[src/rtl/isp_pkg.sv]
// Purpose: Constants for the input synchronization parameter object.
// Assumes: Register port addressed by subindex, 25 MHz system clock.
// Notes:   Every offset, reset value and timing count is named here once.
package isp_pkg;
  // Subindex of each entry.
  localparam logic [7:0]  SUB_COUNT      = 8'h00;
  localparam logic [7:0]  SUB_MODE       = 8'h01;
  localparam logic [7:0]  SUB_CYCLE      = 8'h02;
  localparam logic [7:0]  SUB_SHIFT      = 8'h03;
  localparam logic [7:0]  SUB_SUPPORTED  = 8'h04;
  localparam logic [7:0]  SUB_MIN_CYCLE  = 8'h05;
  localparam logic [7:0]  SUB_CALC       = 8'h06;
  localparam logic [7:0]  SUB_MIN_DELAY  = 8'h07;
  localparam logic [7:0]  SUB_COMMAND    = 8'h08;
  localparam logic [7:0]  SUB_MAX_DELAY  = 8'h09;
  localparam logic [7:0]  SUB_MISSED     = 8'h0b;
  localparam logic [7:0]  SUB_OVERRUN    = 8'h0c;
  localparam logic [7:0]  SUB_SHORT      = 8'h0d;
  localparam logic [7:0]  SUB_FAULT      = 8'h20;
  // Reset and fixed values.
  localparam logic [7:0]  COUNT_RST      = 8'h20;
  localparam logic [15:0] MODE_RST       = 16'h0022;
  localparam logic [31:0] CYCLE_RST      = 32'h000f4240;
  localparam logic [15:0] SUPPORTED_RST  = 16'h0002;
  localparam logic [31:0] MIN_CYCLE_RST  = 32'h000186a0;
  localparam logic [31:0] MIN_DELAY_RST  = 32'h00000000;
  localparam logic [15:0] CMD_RST        = 16'h0000;
  // Sync mode encodings.
  localparam logic [15:0] MODE_FREE_RUN  = 16'h0000;
  localparam logic [15:0] MODE_SM3       = 16'h0001;
  localparam logic [15:0] MODE_SYNC0     = 16'h0002;
  localparam logic [15:0] MODE_SYNC1     = 16'h0003;
  localparam logic [15:0] MODE_SM2       = 16'h0022;
  // Measurement command encodings and the counter saturation value.
  localparam logic [15:0] CMD_STOP       = 16'h0000;
  localparam logic [15:0] CMD_START      = 16'h0001;
  localparam logic [15:0] CNT_MAX        = 16'hffff;
  // Clock rate and the nanoseconds that one clock period adds.
  localparam int unsigned CLK_FREQ_HZ    = 25_000_000;
  localparam int unsigned NS_PER_SEC     = 1_000_000_000;
  localparam logic [31:0] NS_PER_CLK     = 32'(NS_PER_SEC / CLK_FREQ_HZ);
  // Input pins, in the order of the synchroniser vector.
  localparam int unsigned PIN_SYNC0      = 0;
  localparam int unsigned PIN_SYNC1      = 1;
  localparam int unsigned PIN_SM         = 2;
  localparam int unsigned PIN_SAMPLE     = 3;
  localparam int unsigned PIN_READY      = 4;
  localparam int unsigned PIN_OP         = 5;
  localparam int unsigned PIN_N          = 6;
endpackage : isp_pkg

[src/rtl/isp_input_sync.sv]
// Purpose: Input synchronization parameter object of a fieldbus slave.
// Assumes: Event pins are asynchronous levels; an event is a rising edge.
// Notes:   Reads answer one cycle after the strobe; times count in ns.
`timescale 1ns/1ps
`default_nettype none

// What this block does
// RL1: Writable sync mode, reset 0x0022, picks the input sampling event.
// RL2: In DC mode report ns from SYNC0 event to input sampling.
// RL3: In DC mode report ns from sampling until inputs are ready.
// RL4: In DC mode report ns from SYNC1 event to sampling as maximum delay.
// RL5: Supported modes word reads 0x0002: free run, SM event, DC bits.
// RL6: Bits 4 to 5 encode the input shift source of the supported word.
// RL7: Bit 14 of supported word flags dynamic times measured by command; the word here reads 0x0002, bit 14 clear.
// RL8: Subindex zero reads 0x20, the highest subindex.
// RL9: Command 1 starts measuring with maxima kept; command 0 stops it.
// RL10: Cycle time in ns; in free run it paces the local timer.
// RL11: Operational DC mode counts missed sync manager events, 16 bits.
// RL12: Sync fault flag shows the last DC cycle had no sampling, or inputs not ready, by the next SYNC0.
// RL13: Overrun and short shift counters reset to zero and saturate.
module isp_input_sync (
  input  wire logic        clk_sys,
  input  wire logic        rst_n,
  input  wire logic        reg_wr_en,
  input  wire logic        reg_rd_en,
  input  wire logic [7:0]  reg_subidx,
  input  wire logic [31:0] reg_wdata,
  input  wire logic        sync0_pin,
  input  wire logic        sync1_pin,
  input  wire logic        sm_event_pin,
  input  wire logic        sample_done_pin,
  input  wire logic        inputs_ready_pin,
  input  wire logic        op_state_pin,
  output logic      [31:0] reg_rdata,
  output logic             reg_rd_valid,
  output logic             reg_err,
  output logic             sample_req,
  output logic             sync_fault
);

  typedef struct packed {
    logic [15:0] mode;
    logic [31:0] cycle;
    logic [31:0] shift;
    logic [31:0] calc;
    logic [31:0] max_dly;
    logic [15:0] cmd;
    logic [15:0] missed;
    logic [15:0] overrun;
    logic [15:0] short_cnt;
    logic        fault;
    logic [31:0] now;
    logic [31:0] t_s0;
    logic [31:0] t_s1;
    logic [31:0] t_smp;
    logic [31:0] run_acc;
    logic        sm_seen;
    logic        s0_seen;
    logic        smp_seen;
    logic        pend;
    logic [isp_pkg::PIN_N-1:0] meta;
    logic [isp_pkg::PIN_N-1:0] sync2;
    logic [isp_pkg::PIN_N-1:0] prev;
    logic        req;
    logic [31:0] rdata;
    logic        rvalid;
    logic        rerr;
  } isp_state_t;

  isp_state_t st_ff;
  isp_state_t nxt_st;

  logic [isp_pkg::PIN_N-1:0] pins;
  logic [isp_pkg::PIN_N-1:0] edge_w;
  logic        dc_mode;
  logic        measuring;
  logic        run_tick;
  logic        cyc_evt;
  logic        mode_ok;
  logic [31:0] d_shift;
  logic [31:0] d_calc;
  logic [31:0] d_maxd;
  logic [31:0] rd_val;
  logic        rd_hit;

  assign pins = {op_state_pin, inputs_ready_pin, sample_done_pin,
                 sm_event_pin, sync1_pin, sync0_pin};

  // Edges come from the second and third stages only; the first is metastable.
  assign edge_w    = st_ff.sync2 & ~st_ff.prev;
  assign dc_mode   = (st_ff.mode == isp_pkg::MODE_SYNC0) ||
                     (st_ff.mode == isp_pkg::MODE_SYNC1);
  assign measuring = (st_ff.cmd == isp_pkg::CMD_START); // RL9
  // One carry bit keeps a cycle near the 32-bit limit from never ticking.
  assign run_tick  = ({1'b0, st_ff.run_acc} + {1'b0, isp_pkg::NS_PER_CLK}) >=
                     {1'b0, st_ff.cycle}; // RL10
  assign d_shift   = st_ff.now - st_ff.t_s0;
  assign d_calc    = st_ff.now - st_ff.t_smp;
  assign d_maxd    = st_ff.now - st_ff.t_s1;
  assign mode_ok   = (reg_wdata[31:16] == 16'h0000) &&
                     (reg_wdata[15:0] == isp_pkg::MODE_FREE_RUN ||
                      reg_wdata[15:0] == isp_pkg::MODE_SM3 ||
                      reg_wdata[15:0] == isp_pkg::MODE_SYNC0 ||
                      reg_wdata[15:0] == isp_pkg::MODE_SYNC1 ||
                      reg_wdata[15:0] == isp_pkg::MODE_SM2);

  // The selected mode decides which event starts a sampling cycle.
  always_comb begin
    case (st_ff.mode)
      isp_pkg::MODE_FREE_RUN: cyc_evt = run_tick; // RL1 RL10
      isp_pkg::MODE_SM3,
      isp_pkg::MODE_SM2:      cyc_evt = edge_w[isp_pkg::PIN_SM]; // RL1
      isp_pkg::MODE_SYNC0:    cyc_evt = edge_w[isp_pkg::PIN_SYNC0]; // RL1
      isp_pkg::MODE_SYNC1:    cyc_evt = edge_w[isp_pkg::PIN_SYNC1]; // RL1
      default:                cyc_evt = 1'b0;
    endcase
  end

  // Read multiplexer; narrow entries sit in the low bits.
  always_comb begin
    rd_hit = 1'b1;
    case (reg_subidx)
      isp_pkg::SUB_COUNT:     rd_val = {24'h000000, isp_pkg::COUNT_RST}; // RL8
      isp_pkg::SUB_MODE:      rd_val = {16'h0000, st_ff.mode};
      isp_pkg::SUB_CYCLE:     rd_val = st_ff.cycle;
      isp_pkg::SUB_SHIFT:     rd_val = st_ff.shift;
      isp_pkg::SUB_SUPPORTED:
        rd_val = {16'h0000, isp_pkg::SUPPORTED_RST}; // RL5 RL6 RL7
      isp_pkg::SUB_MIN_CYCLE: rd_val = isp_pkg::MIN_CYCLE_RST;
      isp_pkg::SUB_CALC:      rd_val = st_ff.calc;
      isp_pkg::SUB_MIN_DELAY: rd_val = isp_pkg::MIN_DELAY_RST;
      isp_pkg::SUB_COMMAND:   rd_val = {16'h0000, st_ff.cmd};
      isp_pkg::SUB_MAX_DELAY: rd_val = st_ff.max_dly;
      isp_pkg::SUB_MISSED:    rd_val = {16'h0000, st_ff.missed};
      isp_pkg::SUB_OVERRUN:   rd_val = {16'h0000, st_ff.overrun};
      isp_pkg::SUB_SHORT:     rd_val = {16'h0000, st_ff.short_cnt};
      isp_pkg::SUB_FAULT:     rd_val = {31'h00000000, st_ff.fault};
      default: begin
        rd_val = 32'h00000000;
        rd_hit = 1'b0;
      end
    endcase
  end

  // Next-state logic for the whole object.
  always_comb begin
    nxt_st        = st_ff;
    nxt_st.meta   = pins;
    nxt_st.sync2  = st_ff.meta;
    nxt_st.prev   = st_ff.sync2;
    nxt_st.now    = st_ff.now + isp_pkg::NS_PER_CLK;
    nxt_st.req    = cyc_evt;
    nxt_st.rvalid = reg_rd_en;
    nxt_st.rerr   = 1'b0;
    nxt_st.rdata  = reg_rd_en ? rd_val : 32'h00000000;
    if (reg_rd_en && !rd_hit) begin
      nxt_st.rerr = 1'b1;
    end
    // The free-running timer restarts when it reaches the cycle time.
    if (st_ff.mode != isp_pkg::MODE_FREE_RUN || run_tick) begin
      nxt_st.run_acc = 32'h00000000; // RL10
    end else begin
      nxt_st.run_acc = st_ff.run_acc + isp_pkg::NS_PER_CLK;
    end
    // Event timestamps and per-cycle bookkeeping.
    if (edge_w[isp_pkg::PIN_SYNC0]) begin
      nxt_st.t_s0     = st_ff.now;
      nxt_st.s0_seen  = 1'b1;
      nxt_st.sm_seen  = 1'b0;
      nxt_st.smp_seen = 1'b0;
      if (dc_mode && st_ff.s0_seen) begin
        nxt_st.fault = !st_ff.smp_seen || st_ff.pend; // RL12
      end
      if (dc_mode && st_ff.s0_seen && !st_ff.sm_seen &&
          st_ff.sync2[isp_pkg::PIN_OP] &&
          st_ff.missed != isp_pkg::CNT_MAX) begin
        nxt_st.missed = st_ff.missed + 16'h0001; // RL11
      end
    end
    if (!dc_mode) begin
      nxt_st.fault = 1'b0; // RL12
    end
    if (edge_w[isp_pkg::PIN_SM]) begin
      nxt_st.sm_seen = 1'b1;
    end
    if (edge_w[isp_pkg::PIN_SYNC1]) begin
      nxt_st.t_s1 = st_ff.now;
      // Sampling not yet done when SYNC1 arrives: the gap was too short.
      if (dc_mode && st_ff.s0_seen && !st_ff.smp_seen &&
          st_ff.short_cnt != isp_pkg::CNT_MAX) begin
        nxt_st.short_cnt = st_ff.short_cnt + 16'h0001; // RL13
      end
    end
    // A new cycle while the last one is still in flight is an overrun.
    if (cyc_evt && st_ff.pend && st_ff.sync2[isp_pkg::PIN_OP] &&
        st_ff.overrun != isp_pkg::CNT_MAX) begin
      nxt_st.overrun = st_ff.overrun + 16'h0001; // RL13
    end
    if (edge_w[isp_pkg::PIN_SAMPLE]) begin
      nxt_st.t_smp    = st_ff.now;
      nxt_st.smp_seen = 1'b1;
      nxt_st.pend     = 1'b1;
      if (dc_mode && (!measuring || d_shift > st_ff.shift)) begin
        nxt_st.shift = d_shift; // RL2 RL9
      end
      if (dc_mode && (!measuring || d_maxd > st_ff.max_dly)) begin
        nxt_st.max_dly = d_maxd; // RL4 RL9
      end
    end
    if (edge_w[isp_pkg::PIN_READY]) begin
      nxt_st.pend = 1'b0;
      if (dc_mode && (!measuring || d_calc > st_ff.calc)) begin
        nxt_st.calc = d_calc; // RL3 RL9
      end
    end
    // Register writes; read-only entries and bad values are refused.
    if (reg_wr_en) begin
      case (reg_subidx)
        isp_pkg::SUB_MODE: begin
          if (mode_ok) nxt_st.mode = reg_wdata[15:0]; // RL1
          else nxt_st.rerr = 1'b1; // RL1
        end
        isp_pkg::SUB_CYCLE: nxt_st.cycle = reg_wdata; // RL10
        isp_pkg::SUB_COMMAND: begin
          if (reg_wdata == {16'h0000, isp_pkg::CMD_START}) begin
            nxt_st.cmd = isp_pkg::CMD_START; // RL9
            if (!measuring) begin
              // A fresh measurement starts from zero maxima.
              nxt_st.shift   = 32'h00000000; // RL9
              nxt_st.calc    = 32'h00000000;
              nxt_st.max_dly = 32'h00000000;
            end
          end else if (reg_wdata == {16'h0000, isp_pkg::CMD_STOP}) begin
            nxt_st.cmd = isp_pkg::CMD_STOP; // RL9
          end else begin
            nxt_st.rerr = 1'b1;
          end
        end
        default: nxt_st.rerr = 1'b1;
      endcase
    end
  end

  // Single state register with synchronous reset.
  always_ff @(posedge clk_sys) begin
    if (!rst_n) begin
      st_ff       <= '0; // RL13
      st_ff.mode  <= isp_pkg::MODE_RST; // RL1
      st_ff.cycle <= isp_pkg::CYCLE_RST; // RL10
      st_ff.cmd   <= isp_pkg::CMD_RST; // RL9
    end else begin
      st_ff <= nxt_st;
    end
  end

  assign reg_rdata    = st_ff.rdata;
  assign reg_rd_valid = st_ff.rvalid;
  assign reg_err      = st_ff.rerr;
  assign sample_req   = st_ff.req;
  assign sync_fault   = st_ff.fault;
endmodule : isp_input_sync

`default_nettype wire

[config.mk]
export PLATFORM = sky130hd
export DESIGN_NAME = isp_input_sync
export DESIGN_NICKNAME = d
export VERILOG_FILES = /design/src/rtl/isp_pkg.sv /design/src/rtl/isp_input_sync.sv
export SDC_FILE = /design/constraint.sdc
export NUM_CORES = 1
export LEC_CHECK = 0
export BUFFER_PORTS_ARGS = -buffer_cell sky130_fd_sc_hd__buf_2
export CORE_MARGIN = 5
export CORE_UTILIZATION = 41
export DETAILED_ROUTE_END_ITERATION = 16
export HOLD_SLACK_MARGIN = 0.06
export PLACE_DENSITY = 0.67
export SYNTH_ARGS = -nofsm -noshare
export SYNTH_HDL_FRONTEND = slang
export SYNTH_SLANG_ARGS = --single-unit
export TNS_END_PERCENT = 5
[constraint.sdc]
create_clock -name clk_sys -period 14.4 [get_ports clk_sys]
set_clock_uncertainty 0.15 [all_clocks]
set_input_delay 2.16 -clock clk_sys [delete_from_list [all_inputs] [get_ports clk_sys]]
set_output_delay 2.16 -clock clk_sys [all_outputs]
set_load 0.02 [all_outputs]
==> impl_metrics.csv <==
group,metric,value,unit
drt,drt_iter0_drc,1654,
min_path,holdCritPathClass,"register to register",
synthesis,synth_sequential_area_ratio,34.68,%
floorplan,floorplan.die_area,60430,um2
timing,fmax,0.1598,GHz
setup_path,crit_path_max_incr_delay,0.80,ns
status,run_status,"complete, no violations",
setup_path,crit_chain,"ha_1 > nor2b_1 > o31a_1 > a221oi_1 > o21ai_1 > a221oi_1 > o31a_1 > o21ai_1 > xnor2_1 > ha_1 > nand4_1 > nor3_1 > nand2_1 > a211oi_1 > a2111oi_0 > a311oi_4 > buf_4 > mux2i_1 > nor2_1",
flow_run,max_cap_violations,0,
setup_path,crit_family,"compound AO/OA/AOI/OAI gates",
finish,fillers,5499,
setup_path,start_kind,"register",
clocking,cts_buffer_depth,3,
finish,share_of_cells_above_drive_strength_1,6.956,%
finish,final_cells,3610,
timing,max-slew-margin-rel,12.89,%
pwr,leakage_power_total,9.537,nW
clocking,clk_pin_slew_worst_paths,0.06,ns
clocking,h_tree_levels,2,
setup_path,critical_path.max_fanout,22,
synthesis,yosys.area_share.simple,20.13,%
synthesis,synth-compound-area-share,16.93,%
timing,grt_setup_unrepaired,"false",
global_route,grt_first_pass_wirelength,99970,um
floorplan,dieWidth,245.8,um
finish,layout_commonest_cell,"dfxtp_1",
synthesis,dominant_combinational_cell_family_by_area_after_synthesis,"simple AND/OR/NAND/NOR gates",
setup_path,worst_setup_path_startpoint,"st_ff[190]",
synthesis,fraction_of_registers_with_async_set_or_reset_after_synthesis,0,%
synthesis,synth_xor_area_share,5.954,%
global_route,grt_antenna_before_repair,1,
placed_design,buffer_ports.inserted,85,
setup_path,timing.critical_path.required,14.69,ns
synthesis,synth_area_per_cell,8.082,um2
clocking,cts.sink_count,395,
floorplan,num_io_pins,86,
setup_path,end_kind,"register",
clocking,cts_setup_buffers,0,
placed_design,hpwl,47710,um
drt,vias,19460,
synthesis,synth_flop_cell,"dfxtp_1",
floorplan,chipHeight,245.8,um
pwr,netSwitchingPower,813.8,uW
synthesis,yosysWarnings,0,
synthesis,post_synth_num_cell_types,73,
drt,drtAntennaViolNets,0,
timing,timing_worst_slew_pin_value,1.302,ns
min_path,holdCritStartpoint,"nxt_st[42]",
synthesis,ys_ff_latch,395,
pwr,p_int,1.988,mW
floorplan,number_of_cell_rows,86,
finish,layout.cells.most_common_list,"dfxtp_1 (395), nand2_1 (369), a21oi_1 (264)",
finish,seqCellArea,7908,um2
clocking,postCtsResizedCells,0,
floorplan,core_region_area,55090,um2
placed_design,dpl_cell_area,23710,um2
timing,total_negative_slack_for_setup_checks,0,ns
pwr,power_density,111.3,nW/um2
timing,period_share,43.46,%
global_route,grt_start_max_net_pins,91,
pwr,switching_share,29.05,%
drt,detailedRoute.firstPassIterationCount,7,
clocking,cts_tree,"built",
floorplan,initial_utilization,41.38,%
placed_design,post-place-cells,3531,
setup_path,timing.critical_path.slowest_stage_cell,"a311oi_4",
clocking,clock_latency,0.59,ns
drt,detail_route.wl_per_cell,17.61,um
drt,via_per_inst,5.389,
drt,post_detailed_route_drc_marker_count,0,
synthesis,synthCells,2821,
finish,finalNetCount,3087,
setup_path,critical_path.reg2reg.startpoint,"st_ff[190]",
finish,combined_area_of_the_multi_input_logic_cells,13410,um2
pwr,seq_power_share,39.4,%
drt,totalWireLength,63580,um
clocking,num_cts_buffers,44,
synthesis,synth_enable_flop_cells,0,
finish,postLayoutCellArea,25180,um2
timing,finalMaxSlewViolations,0,
global_route,groute.usage.overall,20.49,%
clocking,holdBufCountCts,0,
finish,flow.area_growth_from_synthesis,10.45,%
setup_path,crit_type,"register to register",
global_route,first_global_vias,18020,
synthesis,synth.area.mux_share,3.957,%
placed_design,gp_routability_congestion,0.9141,
timing,finalHoldViolations,0,
global_route,globalRouteOverflowTotal,0,
synthesis,syn-num-nets,3079,
pwr,share_clk_of_total_power,40.9,%
clocking,cts-root-buf,"clkbuf_16",
setup_path,path_buf_inv,1,
timing,timing.final.setup_violations,0,
synthesis,syn-cell-area,22800,um2
timing,fin_crit,6.258,ns
setup_path,worst_ep_arrival_time,6.54,ns
pwr,peakVddDrop,0.07911,mV
pwr,combPwrFrac,19.7,%
synthesis,synth_fa_ha_area_share,11.51,%
registers in the layout, indices dropped and copies added, names as in the netlist:
signal	cells
nxt_st	12
reg_err	1
reg_rd_valid	1
reg_rdata	32
sample_req	1
st_ff	347
sync_fault	1
stage by stage:
stage / total power, mW / hold WS (ns) / util [%] / setup WS (ns)
6_report: 2.802 / 0.2827 / 45.71 / 8.142
5_1_grt: 2.932 / 0.3062 / 45.71 / 7.745
4_1_cts: 2.822 / 0.2845 / 45.71 / 8.195
3_5_place_dp: 1.668 / 0.2696 / 43.03 / 8.209
3_3_place_gp: 1.662 / 0.2659 / 43.03 / 8.387
2_1_floorplan: 1.511 / 0.2619 / - / 9.464
worst register-to-register path, stage by stage, from the launching register on:
cell	delay (ns)
dfxtp_1	0.50
ha_1	0.35
nor2b_1	0.17
o31a_1	0.30
a221oi_1	0.39
o21ai_1	0.19
a221oi_1	0.75
o31a_1	0.32
o21ai_1	0.12
xnor2_1	0.15
ha_1	0.33
nand4_1	0.13
nor3_1	0.27
nand2_1	0.12
a211oi_1	0.18
a2111oi_0	0.14
a311oi_4	0.80
buf_4	0.47
mux2i_1	0.26
nor2_1	0.05
cell type report:
cell class                 count  share of cell area [%]
clock inverter                15                  0.6757
inverter                     239                   3.582
multi-input combinational   2047                   53.24
tap                          748                   3.716
antenna                        1                0.009937
timing repair buffer         102                   2.196
sequential                   395                   31.40
clock buffer                  63                   5.177
cells in the mapped netlist, types with 50 or more instances:
cell,instances,area (um2)
mux2i_1,89,890.9
dfxtp_1,395,7908
clkbuf_1,94,352.8
nor2b_1,56,350.3
inv_1,239,897.1
o21ai_0,70,350.3
nand2_1,370,1389
a21o_1,50,375.4
xnor2_1,96,840.8
a21oi_1,265,1326
nor2_1,250,938.4
xor2_1,59,516.8
ha_1,205,2565
final timing paths:
kind         depth (start not counted)  slack, ns          to
max reg2reg                         19       8.14  st_ff[302]
min reg2reg                          1       0.28  nxt_st[36]
max                                 19       8.14  st_ff[302]
min                                  1       0.28  nxt_st[36]
routing by layer:
| metal | vias up | wire [um] | track usage (%) |
|---|---|---|---|
| met5 | - | 0 | 0 |
| met4 | 0 | 2610 | 7.975 |
| met3 | 128 | 3961 | 3.413 |
| met2 | 533 | 27480 | 31.31 |
| met1 | 9051 | 29520 | 28.96 |
| li1 | 9743 | - | - |
cell families after synthesis:
family                     after synthesis
xor gates and xnor gates               155
DFF                                    395
AOI/OAI and AO/OA                      609
muxes                                   90
and+or+nand+nor                        985
buffers and inverters                  379
adders and majority gates              208
power by group through the flow:
| stage | Clock (mW) | Combinational [mW] | Sequential, mW |
|---|---|---|---|
| after CTS | 1.18 | 0.542 | 1.10 |
| final | 1.15 | 0.551 | 1.10 |
| after global placement | 0 | 0.533 | 1.13 |
| after floorplan | 0 | 0.384 | 1.13 |
| after detailed placement | 0 | 0.539 | 1.13 |
| after global routing | 1.22 | 0.608 | 1.10 |
Power figures use the tool's default switching activity.
